**src/rtl/rdcfg_pkg.sv**
```systemverilog
// constants for the relay driver configuration register bank
package rdcfg_pkg;
  localparam int unsigned CLK_HZ        = 50_000_000;
  localparam int unsigned CHANNELS      = 8;
  localparam logic [4:0]  ADDR_IDENTITY = 5'h00;
  localparam logic [4:0]  ADDR_OUT_SIDE = 5'h01;
  localparam logic [4:0]  ADDR_MODE     = 5'h02;
  localparam logic [4:0]  ADDR_PWM_FREQ = 5'h03;
  localparam logic [4:0]  ADDR_INRUSH   = 5'h04;
  localparam logic [4:0]  ADDR_RESERVED = 5'h05;
  localparam logic [4:0]  ADDR_OUT_ON   = 5'h06;
  localparam logic [4:0]  ADDR_IN0_MAP  = 5'h07;
  localparam logic [4:0]  ADDR_IN1_MAP  = 5'h08;
  localparam logic [4:0]  ADDR_GEN_MAP  = 5'h09;
  localparam logic [4:0]  ADDR_GEN_SEL  = 5'h0A;
  // identity value is arbitrary
  localparam logic [7:0]  IDENTITY_VAL  = 8'h5C;
  // reset values
  localparam logic [7:0]  RST_ZERO      = 8'h00;
  localparam logic [7:0]  RST_IN0_MAP   = 8'h04;
  localparam logic [7:0]  RST_IN1_MAP   = 8'h08;
  // field positions
  localparam int unsigned SIDE_LSB      = 2;
  localparam int unsigned DIS_UNMASK_B  = 1;
  localparam int unsigned RES_UNMASK_B  = 0;
  localparam int unsigned SOFT_RST_B    = 7;
  localparam int unsigned ACT_HOLD_B    = 6;
  localparam int unsigned LED_DIV_LSB   = 0;
  localparam int unsigned GEN_DIV_LSB   = 0;
  localparam int unsigned TRIM_LSB      = 2;
  // frame layout
  localparam int unsigned FRAME_BITS    = 16;
  localparam int unsigned FR_RW_B       = 15;
  localparam int unsigned FR_ADDR_LSB   = 10;
  localparam int unsigned FR_DATA_LSB   = 2;
  localparam int unsigned FR_PAR_B      = 1;
  localparam int unsigned FR_TOG_B      = 0;
  // pwm base ramp step in clocks, 1/256 of the 122.5 Hz period; each divider step halves it again
  localparam int unsigned PWM_BASE_MHZ  = 122_500;
  localparam int unsigned PWM_BASE_CYC  = (CLK_HZ / PWM_BASE_MHZ) * 1000 / 256;
  localparam logic [1:0]  TRIM_DOWN     = 2'h1;
  localparam logic [1:0]  TRIM_UP       = 2'h2;
  localparam int unsigned TRIM_PCT      = 15;
  localparam int unsigned PCT_FULL      = 100;
endpackage

```
**src/rtl/rdcfg_general_pwm_source.sv**
```systemverilog
// pwm generator: 256-step ramp at a selectable, trimmed rate
`timescale 1ns/1ns
module rdcfg_general_pwm_source
  import rdcfg_pkg::*;
(
  // clock and reset
  input  wire logic       clk,
  input  wire logic       rst_n,
  input  wire logic       sync_clr,
  // settings
  input  wire logic [1:0] freq_sel,
  input  wire logic [1:0] freq_trim,
  input  wire logic [7:0] duty,
  // output
  output logic            pwm_q
);
  localparam logic [15:0] BASE  = 16'(PWM_BASE_CYC);
  localparam logic [15:0] DOWN  = 16'(PWM_BASE_CYC * PCT_FULL / (PCT_FULL - TRIM_PCT));
  localparam logic [15:0] UP    = 16'(PWM_BASE_CYC * PCT_FULL / (PCT_FULL + TRIM_PCT));

  logic [15:0] step_len;
  logic [15:0] div_q;
  logic [7:0]  ramp_q;
  logic        tick;

  // step length: slower trim stretches the step, faster shortens it
  always_comb begin
    unique case (freq_trim)
      TRIM_DOWN: step_len = DOWN >> freq_sel;
      TRIM_UP:   step_len = UP >> freq_sel;
      default:   step_len = BASE >> freq_sel;
    endcase
  end

  assign tick = (div_q >= step_len - 16'h0001);

  // prescaler yields one enable pulse per ramp step
  always_ff @(posedge clk) begin
    if (!rst_n || sync_clr || tick) begin
      div_q <= 16'h0000;
    end else begin
      div_q <= div_q + 16'h0001;
    end
  end

  // ramp counter, wraps every 256 steps
  always_ff @(posedge clk) begin
    if (!rst_n || sync_clr) begin
      ramp_q <= 8'h00;
    end else if (tick) begin
      ramp_q <= ramp_q + 8'h01;
    end
  end

  // compare; 0xFF duty means fully on
  always_ff @(posedge clk) begin
    if (!rst_n || sync_clr) begin
      pwm_q <= 1'b0;
    end else begin
      pwm_q <= (duty == 8'hFF) || (ramp_q < duty);
    end
  end
endmodule // rdcfg_general_pwm_source

```
**src/rtl/rdcfg_regs.sv**
```systemverilog
// spi-reached configuration register bank for an eight-channel relay driver
`timescale 1ns/1ns
module rdcfg_regs
  import rdcfg_pkg::*;
(
  // clock and reset
  input  wire logic        clk,
  input  wire logic        rst_n,
  // serial link, sampled on clk
  input  wire logic        spi_cs_n,
  input  wire logic        spi_sck,
  input  wire logic        spi_mosi,
  output logic             spi_miso,
  output logic             spi_miso_oe,
  // pins and supply
  input  wire logic        ext_reset_pin_n,
  input  wire logic        ext_disable_pin,
  input  wire logic        digital_supply_undervoltage,
  input  wire logic        direct_input_a,
  input  wire logic        direct_input_b,
  // duty settings from the registers beyond this bank
  input  wire logic [7:0]  main_gen_duty,
  input  wire logic [7:0]  led_gen_duty,
  // outputs to the drivers
  output logic [7:0]       channel_on_q,
  output logic [7:0]       high_side_q,
  output logic [7:0]       bulb_inrush_q,
  output logic             active_mode_q,
  output logic             disable_active_q
);
  typedef enum logic [1:0] {RDCFG_IDLE, RDCFG_SHIFT, RDCFG_DONE} rdcfg_state_t;

  rdcfg_state_t state_q;
  logic [7:0]  side_cfg_q;
  logic [7:0]  mode_q;
  logic [7:0]  freq_q;
  logic [7:0]  inrush_q;
  logic [7:0]  out_on_q;
  logic [7:0]  in0_map_q;
  logic [7:0]  in1_map_q;
  logic [7:0]  gen_map_q;
  logic [7:0]  gen_sel_q;
  logic [15:0] rx_q;
  logic [15:0] tx_q;
  logic [4:0]  bit_cnt_q;
  logic        sck_prev_q;
  logic        cs_prev_q;
  logic        err_q;
  logic        soft_rst_q;
  logic        cfg_clr;
  logic        frame_end;
  logic        frame_ok;
  logic        wr_en;
  logic [4:0]  rx_addr;
  logic [7:0]  rx_data;
  logic [7:0]  rd_data;
  logic [15:0] tx_frame;
  logic        main_pwm;
  logic        led_pwm;

  // every source of reset returns the configuration to defaults
  assign cfg_clr = !rst_n || soft_rst_q || digital_supply_undervoltage ||
                   (side_cfg_q[RES_UNMASK_B] && !ext_reset_pin_n);

  // frame decode, command word shaped as sent by the master
  assign rx_addr   = rx_q[FR_ADDR_LSB +: 5];
  assign rx_data   = rx_q[FR_DATA_LSB +: 8];
  assign frame_end = cs_prev_q == 1'b0 && spi_cs_n == 1'b1;
  // short or long frames and even parity are rejected
  assign frame_ok  = (bit_cnt_q == 5'(FRAME_BITS)) && (^rx_q[FR_RW_B:FR_PAR_B]);
  assign wr_en     = frame_end && frame_ok && rx_q[FR_RW_B];

  // edge history of the link pins
  always_ff @(posedge clk) begin
    if (!rst_n) begin
      sck_prev_q <= 1'b0;
      cs_prev_q  <= 1'b1;
    end else begin
      sck_prev_q <= spi_sck;
      cs_prev_q  <= spi_cs_n;
    end
  end

  // frame state: idle, shifting, answered
  always_ff @(posedge clk) begin
    if (!rst_n) begin
      state_q <= RDCFG_IDLE;
    end else begin
      unique case (state_q)
        RDCFG_IDLE:  if (!spi_cs_n) state_q <= RDCFG_SHIFT;
        RDCFG_SHIFT: if (frame_end) state_q <= RDCFG_DONE;
        RDCFG_DONE:  state_q <= RDCFG_IDLE;
      endcase
    end
  end

  // receive shift on rising sck, mode 0
  always_ff @(posedge clk) begin
    if (!rst_n) begin
      rx_q      <= 16'h0000;
      bit_cnt_q <= 5'h00;
    end else if (state_q == RDCFG_IDLE) begin
      bit_cnt_q <= 5'h00;
    end else if (!spi_cs_n && spi_sck && !sck_prev_q) begin
      rx_q <= {rx_q[14:0], spi_mosi};
      if (bit_cnt_q != 5'h1F) begin
        bit_cnt_q <= bit_cnt_q + 5'h01;
      end
    end
  end

  // error flag reported in the next answer
  always_ff @(posedge clk) begin
    if (!rst_n) begin
      err_q <= 1'b0;
    end else if (frame_end) begin
      err_q <= !frame_ok;
    end
  end

  // read mux; reserved space and unmapped offsets read zero
  always_comb begin
    unique case (rx_addr)
      ADDR_IDENTITY: rd_data = IDENTITY_VAL;
      ADDR_OUT_SIDE: rd_data = side_cfg_q;
      ADDR_MODE:     rd_data = {1'b0, mode_q[6:0]};
      ADDR_PWM_FREQ: rd_data = freq_q;
      ADDR_INRUSH:   rd_data = inrush_q;
      ADDR_OUT_ON:   rd_data = out_on_q;
      ADDR_IN0_MAP:  rd_data = in0_map_q;
      ADDR_IN1_MAP:  rd_data = in1_map_q;
      ADDR_GEN_MAP:  rd_data = gen_map_q;
      ADDR_GEN_SEL:  rd_data = gen_sel_q;
      default:       rd_data = RST_ZERO;
    endcase
  end

  // answer: error, address echo, data, odd parity, toggle echo
  always_comb begin
    tx_frame = {err_q, rx_addr, rd_data, 1'b0, rx_q[FR_TOG_B]};
    tx_frame[FR_PAR_B] = ~^tx_frame[FR_RW_B:FR_DATA_LSB];
  end

  // answer loads one clock after frame end, so its error bit is this frame's
  always_ff @(posedge clk) begin
    if (!rst_n) begin
      tx_q <= 16'h0000;
    end else if (state_q == RDCFG_DONE) begin
      tx_q <= tx_frame;
    end else if (!spi_cs_n && !spi_sck && sck_prev_q) begin
      tx_q <= {tx_q[14:0], 1'b0};
    end
  end

  // miso drives only while selected
  always_ff @(posedge clk) begin
    if (!rst_n) begin
      spi_miso    <= 1'b0;
      spi_miso_oe <= 1'b0;
    end else begin
      spi_miso    <= tx_q[FRAME_BITS-1];
      spi_miso_oe <= !spi_cs_n;
    end
  end

  // soft reset pulse: one cycle, then clears itself
  always_ff @(posedge clk) begin
    if (!rst_n) begin
      soft_rst_q <= 1'b0;
    end else begin
      soft_rst_q <= wr_en && rx_addr == ADDR_MODE && rx_data[SOFT_RST_B];
    end
  end

  // side, pin masks
  always_ff @(posedge clk) begin
    if (cfg_clr) begin
      side_cfg_q <= RST_ZERO;
    end else if (wr_en && rx_addr == ADDR_OUT_SIDE) begin
      side_cfg_q <= rx_data;
    end
  end

  // mode: active hold and led divider; reset bit not stored
  always_ff @(posedge clk) begin
    if (cfg_clr) begin
      mode_q <= RST_ZERO;
    end else if (wr_en && rx_addr == ADDR_MODE) begin
      mode_q <= {1'b0, rx_data[ACT_HOLD_B], 4'h0, rx_data[LED_DIV_LSB +: 2]};
    end
  end

  // main divider and trim; upper nibble unused
  always_ff @(posedge clk) begin
    if (cfg_clr) begin
      freq_q <= RST_ZERO;
    end else if (wr_en && rx_addr == ADDR_PWM_FREQ) begin
      freq_q <= {4'h0, rx_data[TRIM_LSB +: 2], rx_data[GEN_DIV_LSB +: 2]};
    end
  end

  // bulb inrush enables, channel 7 at the msb
  always_ff @(posedge clk) begin
    if (cfg_clr) begin
      inrush_q <= RST_ZERO;
    end else if (wr_en && rx_addr == ADDR_INRUSH) begin
      inrush_q <= rx_data;
    end
  end

  // direct on/off bits, one per channel
  always_ff @(posedge clk) begin
    if (cfg_clr) begin
      out_on_q <= RST_ZERO;
    end else if (wr_en && rx_addr == ADDR_OUT_ON) begin
      out_on_q <= rx_data;
    end
  end

  // first parallel input routing; channel 2 by default
  always_ff @(posedge clk) begin
    if (cfg_clr) begin
      in0_map_q <= RST_IN0_MAP;
    end else if (wr_en && rx_addr == ADDR_IN0_MAP) begin
      in0_map_q <= rx_data;
    end
  end

  // second parallel input routing; channel 3 by default
  always_ff @(posedge clk) begin
    if (cfg_clr) begin
      in1_map_q <= RST_IN1_MAP;
    end else if (wr_en && rx_addr == ADDR_IN1_MAP) begin
      in1_map_q <= rx_data;
    end
  end

  // generator routing, none by default
  always_ff @(posedge clk) begin
    if (cfg_clr) begin
      gen_map_q <= RST_ZERO;
    end else if (wr_en && rx_addr == ADDR_GEN_MAP) begin
      gen_map_q <= rx_data;
    end
  end

  // generator choice per channel; kept here since routing needs it
  always_ff @(posedge clk) begin
    if (cfg_clr) begin
      gen_sel_q <= RST_ZERO;
    end else if (wr_en && rx_addr == ADDR_GEN_SEL) begin
      gen_sel_q <= rx_data;
    end
  end

  // two generators share one module; cleared with the config
  rdcfg_general_pwm_source u_main_gen (
    .clk       (clk),
    .rst_n     (rst_n),
    .sync_clr  (cfg_clr),
    .freq_sel  (freq_q[GEN_DIV_LSB +: 2]),
    .freq_trim (freq_q[TRIM_LSB +: 2]),
    .duty      (main_gen_duty),
    .pwm_q     (main_pwm)
  );

  rdcfg_general_pwm_source u_led_gen (
    .clk       (clk),
    .rst_n     (rst_n),
    .sync_clr  (cfg_clr),
    .freq_sel  (mode_q[LED_DIV_LSB +: 2]),
    .freq_trim (freq_q[TRIM_LSB +: 2]),
    .duty      (led_gen_duty),
    .pwm_q     (led_pwm)
  );

  // channel drive: or of all routed sources, gated by disable
  generate
    for (genvar ch = 0; ch < CHANNELS; ch++) begin : g_chan
      always_ff @(posedge clk) begin
        if (!rst_n) begin
          channel_on_q[ch] <= 1'b0;
        end else begin
          channel_on_q[ch] <= !(side_cfg_q[DIS_UNMASK_B] && ext_disable_pin) &&
                              (out_on_q[ch] || (in0_map_q[ch] && direct_input_a) ||
                               (in1_map_q[ch] && direct_input_b) ||
                               (gen_map_q[ch] && (gen_sel_q[ch] ? led_pwm : main_pwm)));
        end
      end
    end
  endgenerate

  // side outputs; channels 0 and 1 are high side whenever out of reset, reset loads all low
  always_ff @(posedge clk) begin
    if (!rst_n) begin
      high_side_q <= RST_ZERO;
    end else begin
      high_side_q <= {side_cfg_q[7:SIDE_LSB], 2'b11};
    end
  end

  // inrush enables out to the drivers
  always_ff @(posedge clk) begin
    if (!rst_n) begin
      bulb_inrush_q <= RST_ZERO;
    end else begin
      bulb_inrush_q <= inrush_q;
    end
  end

  // active hold out to the mode logic
  always_ff @(posedge clk) begin
    if (!rst_n) begin
      active_mode_q <= 1'b0;
    end else begin
      active_mode_q <= mode_q[ACT_HOLD_B];
    end
  end

  // disable pin as seen through its unmask bit; same edge as channel gating
  always_ff @(posedge clk) begin
    if (!rst_n) begin
      disable_active_q <= 1'b0;
    end else begin
      disable_active_q <= side_cfg_q[DIS_UNMASK_B] && ext_disable_pin;
    end
  end
endmodule // rdcfg_regs

```
**config.mk**
```make
export PLATFORM = sky130hd
export DESIGN_NAME = rdcfg_regs
export DESIGN_NICKNAME = d
export VERILOG_FILES = /design/src/rtl/rdcfg_pkg.sv /design/src/rtl/rdcfg_general_pwm_source.sv /design/src/rtl/rdcfg_regs.sv
export SDC_FILE = /design/constraint.sdc
export NUM_CORES = 1
export LEC_CHECK = 0
export BUFFER_PORTS_ARGS = -buffer_cell sky130_fd_sc_hd__buf_4
export CORE_ASPECT_RATIO = 1.75
export CORE_MARGIN = 1
export CORE_UTILIZATION = 58
export DETAILED_ROUTE_END_ITERATION = 10
export PLACE_DENSITY_LB_ADDON = 0.1
export SLEW_MARGIN = 0
export SYNTH_ARGS = -nofsm -noshare
export SYNTH_HDL_FRONTEND = slang
export SYNTH_SLANG_ARGS = --single-unit
export TNS_END_PERCENT = 5
```
**constraint.sdc**
```tcl
create_clock -name clk -period 5.55 [get_ports clk]
set_input_delay 0.555 -clock clk [delete_from_list [all_inputs] [get_ports clk]]
set_output_delay 0.555 -clock clk [all_outputs]
set_load 0.02 [all_outputs]
```
==> qor.txt <==
Endpoints failing setup = 0
Largest family of logic cells by synthesized area = simple AND/OR/NAND/NOR gates
XOR/XNOR Fraction of Synth Area = 0.0621
Pwr Density = 258 mW/mm^2
Max-slew violations = 0
WL final = 23.4 mm
Total gr overflow = 0
Initial core utilization = 0.598
Detailed Route Iter0 Violations = 446
Vias in the first global route = 7653
TritonCTS Buffers = 17
Filler cells = 1484
Crit. End Element = flip-flop
Post-synth ARST share = 0
Synthesis Warnings = 0
Die H = 175 um
CP Capture Point = u_main_gen.div_q[9]
Routed WL per cell = 16.9 um
Area contributors post-synth = dfxtp_1 37%, ha_1 8.6%, mux2i_1 7.9%
Antenna Nets Post-Route = 0
Core area = 0.0165 sq mm
Fin. Hold Viols = 0
MaxCap Viol Count = 0
WP data arrival = 4710 ps
Number of enable flip-flop cells after synthesis = 0
Worst-path clk slew = 70 ps
Count leader, synth = dfxtp_1
Netlist area before placement = 0.00988 sq mm
# clock sinks = 183
Complex-gate fraction of the synthesized area = 0.151
Dpl hpwl = 16.7 mm
First-pass GRT wire length = 37.6 mm
VDD IR max = 0.449 mV
Adder-cell area share of the yosys netlist = 0.0861
Layout Cells excl Fill = 1383
Critical Path Start Type = flip-flop
Die ar. = 0.0176 sq mm
Tot GR Track Use = 0.275
I/O pins = 54
Critical Path Start = freq_q[3]
Post-layout min period = 4350 ps
Hold buffer count at cts = 0
Synth area leader = dfxtp_1
Clock Skew = 7.62 ps
Reg-to-reg slack, setup = 1200 ps
Vias = 7997
Top_reg_cell synth = dfxtp_1
Reg-to-Reg End = u_main_gen.div_q[9]
Status = completed
Yosys reg bits = 183
Worst Tran Pin Value = 1160 ps
Root Buffer = clkbuf_16
Drt first pass iters = 9
Hold crit path type = primary input to flip-flop
Register area share after synthesis = 0.371
Post-Place Cells = 1351
CTS tree = yes
Antenna violations before repair = 0
Pin count of the biggest net entering global routing = 75
Simple-Gate Fraction of Synth Area = 0.181
RePlAce Congestion = 0.891
Fin crit share = 0.783
Die W = 101 um
H-tree Lvls = 4
Max Fanout on Critical Path = 25
Number of port buffers = 53
Cells after Synth = 1133
Max Clk Rate = 230 MHz
Cell Rows = 62
Worst Path Required = 5910 ps
Area grow syn2layout = 10.3%
Worst-Skew Late Latency = 440 ps
R2r startpoint = freq_q[3]
LEAKAGE = 4.32 nW
Final net count = 1240
DRC = 0
RSZ-0062 raised after global routing = false
Post-synth top area share = 0.371
Kind of critical path = flip-flop to flip-flop
Max Root-Sink Buffers = 2
Resize count post-CTS = 0
Relative slew slack = 0.227
Avg Cell Area, Syn = 8.72 sq um
Worst R2R Path Depth = 20
Via density = 5.78
Mux cell area share after synthesis = 0.0961
Fin Setup TNS = 0 ps
Yosys cell types = 56
Layout cells sized above 1 = 0.0992
Synth top cells by count = 183 x dfxtp_1, 143 x nor2_1, 83 x nand2_1
Antenna cells = 0
Post-CTS setup buffer count = 0
[stage by stage]
step	utilization	hold WS [ps]	area, sq um	total power [W]	setup WS, ps
floorplan	-	429	9910	0.00152	1860
global placement	0.622	451	10300	0.00157	1330
detailed placement	0.622	448	10300	0.00157	1190
CTS	0.660	315	10900	0.00284	1170
global route	0.660	329	10900	0.00291	722
finish	0.660	333	10900	0.00281	1200
[logic make-up (layout without fill, tap and decap cells)]
family,after synthesis,in the layout
and+or+nand+nor,381,381
muxes,93,93
adders and majority gates,68,68
buffers and inverters,114,131
DFF,183,183
AOI/OAI and AO/OA,223,223
xor gates and xnor gates,70,70
other,1,10
[placed cells by master (no fill, tap or decap), types with 3 or more instances in the layout]
| cell type | n |
|---|---|
| clkbuf_16 | 17 |
| nor2_1 | 143 |
| o21ai_1 | 8 |
| xnor2_1 | 44 |
| a21boi_0 | 8 |
| conb_1 | 10 |
| o211a_1 | 8 |
| and3_1 | 23 |
| nand3_1 | 25 |
| nor4_1 | 3 |
| a22o_1 | 4 |
| nand2b_1 | 14 |
| a221oi_1 | 8 |
| nor3_1 | 8 |
| o211ai_1 | 3 |
| nand4_1 | 15 |
| dfxtp_1 | 183 |
| nor2b_1 | 15 |
| a21o_1 | 23 |
| clkinvlp_4 | 3 |
| ha_1 | 68 |
| bufinv_16 | 3 |
| a21boi_1 | 10 |
| a21oi_1 | 48 |
| a22oi_1 | 21 |
| or2_2 | 3 |
| o22ai_1 | 9 |
| nand2_1 | 83 |
| and2_1 | 26 |
| or3_1 | 17 |
| o21ai_0 | 45 |
| a222oi_1 | 5 |
| mux2_2 | 15 |
| mux2i_1 | 78 |
| xor2_1 | 26 |
| buf_4 | 57 |
| inv_1 | 42 |
[power by group]
group	total (W)	switching [W]	internal, W
registers	0.00136	0.0000218	0.00134
logic	0.000183	0.000108	0.0000752
clock network	0.00127	0.000531	0.000738
total	0.00281	0.000661	0.00215
[final cells by class]
class | count | area (sq um) | area share
inverter | 42 | 158 | 0.0145
sequential | 183 | 3660 | 0.336
clock buffer | 19 | 453 | 0.0416
timing repair buffer | 57 | 428 | 0.0393
tap | 224 | 280 | 0.0257
multi-input combinational | 845 | 5750 | 0.527
clock inverter | 13 | 169 | 0.0155
[critical path: stages (launching register included)]
cell and delay, ps:
dfxtp_1 400, inv_1 80, ha_1 440, nor2_1 230, a21oi_1 60, o32ai_1 410
o211ai_1 200, a21oi_1 300, nor2_1 70, o21ai_0 150, a21o_1 130, ha_1 230
a21o_1 180, a21o_1 160, a21o_1 170, a21oi_1 120, o21ai_0 80, a21oi_1 120
buf_4 210, nand2_1 330, nor2_1 200
[state kept, by name (all words and copies together) (netlist names), 2 cells and up]
name               count
gen_sel_q              8
inrush_q               8
bit_cnt_q              5
u_led_gen.ramp_q       8
u_main_gen.div_q      16
bulb_inrush_q          8
in1_map_q              8
u_led_gen.div_q       16
side_cfg_q             8
channel_on_q           8
in0_map_q              8
freq_q                 4
high_side_q            7
u_main_gen.ramp_q      8
rx_q                  16
gen_map_q              8
out_on_q               8
state_q                2
tx_q                  16
mode_q                 3
[routing by layer]
layer | up-vias | wire [um] | track usage
met5 | - | 0 | 0
met4 | 0 | 1410 | 0.174
met3 | 80 | 869 | 0.0528
met2 | 214 | 12600 | 0.511
met1 | 3749 | 8520 | 0.272
li1 | 3954 | - | -
[worst min path at each step]
stage | startpoint | end | slack [ps] | cells after the start
after detailed placement | tx_q[15] | spi_miso | 450 | 1
after floorplan | tx_q[15] | spi_miso | 430 | 1
after global routing | spi_cs_n | spi_miso_oe | 330 | 2
after CTS | spi_cs_n | spi_miso_oe | 320 | 2
after global placement | tx_q[15] | spi_miso | 450 | 1
final | spi_cs_n | spi_miso_oe | 330 | 2
Note: power is estimated with default switching activity, not from simulation.
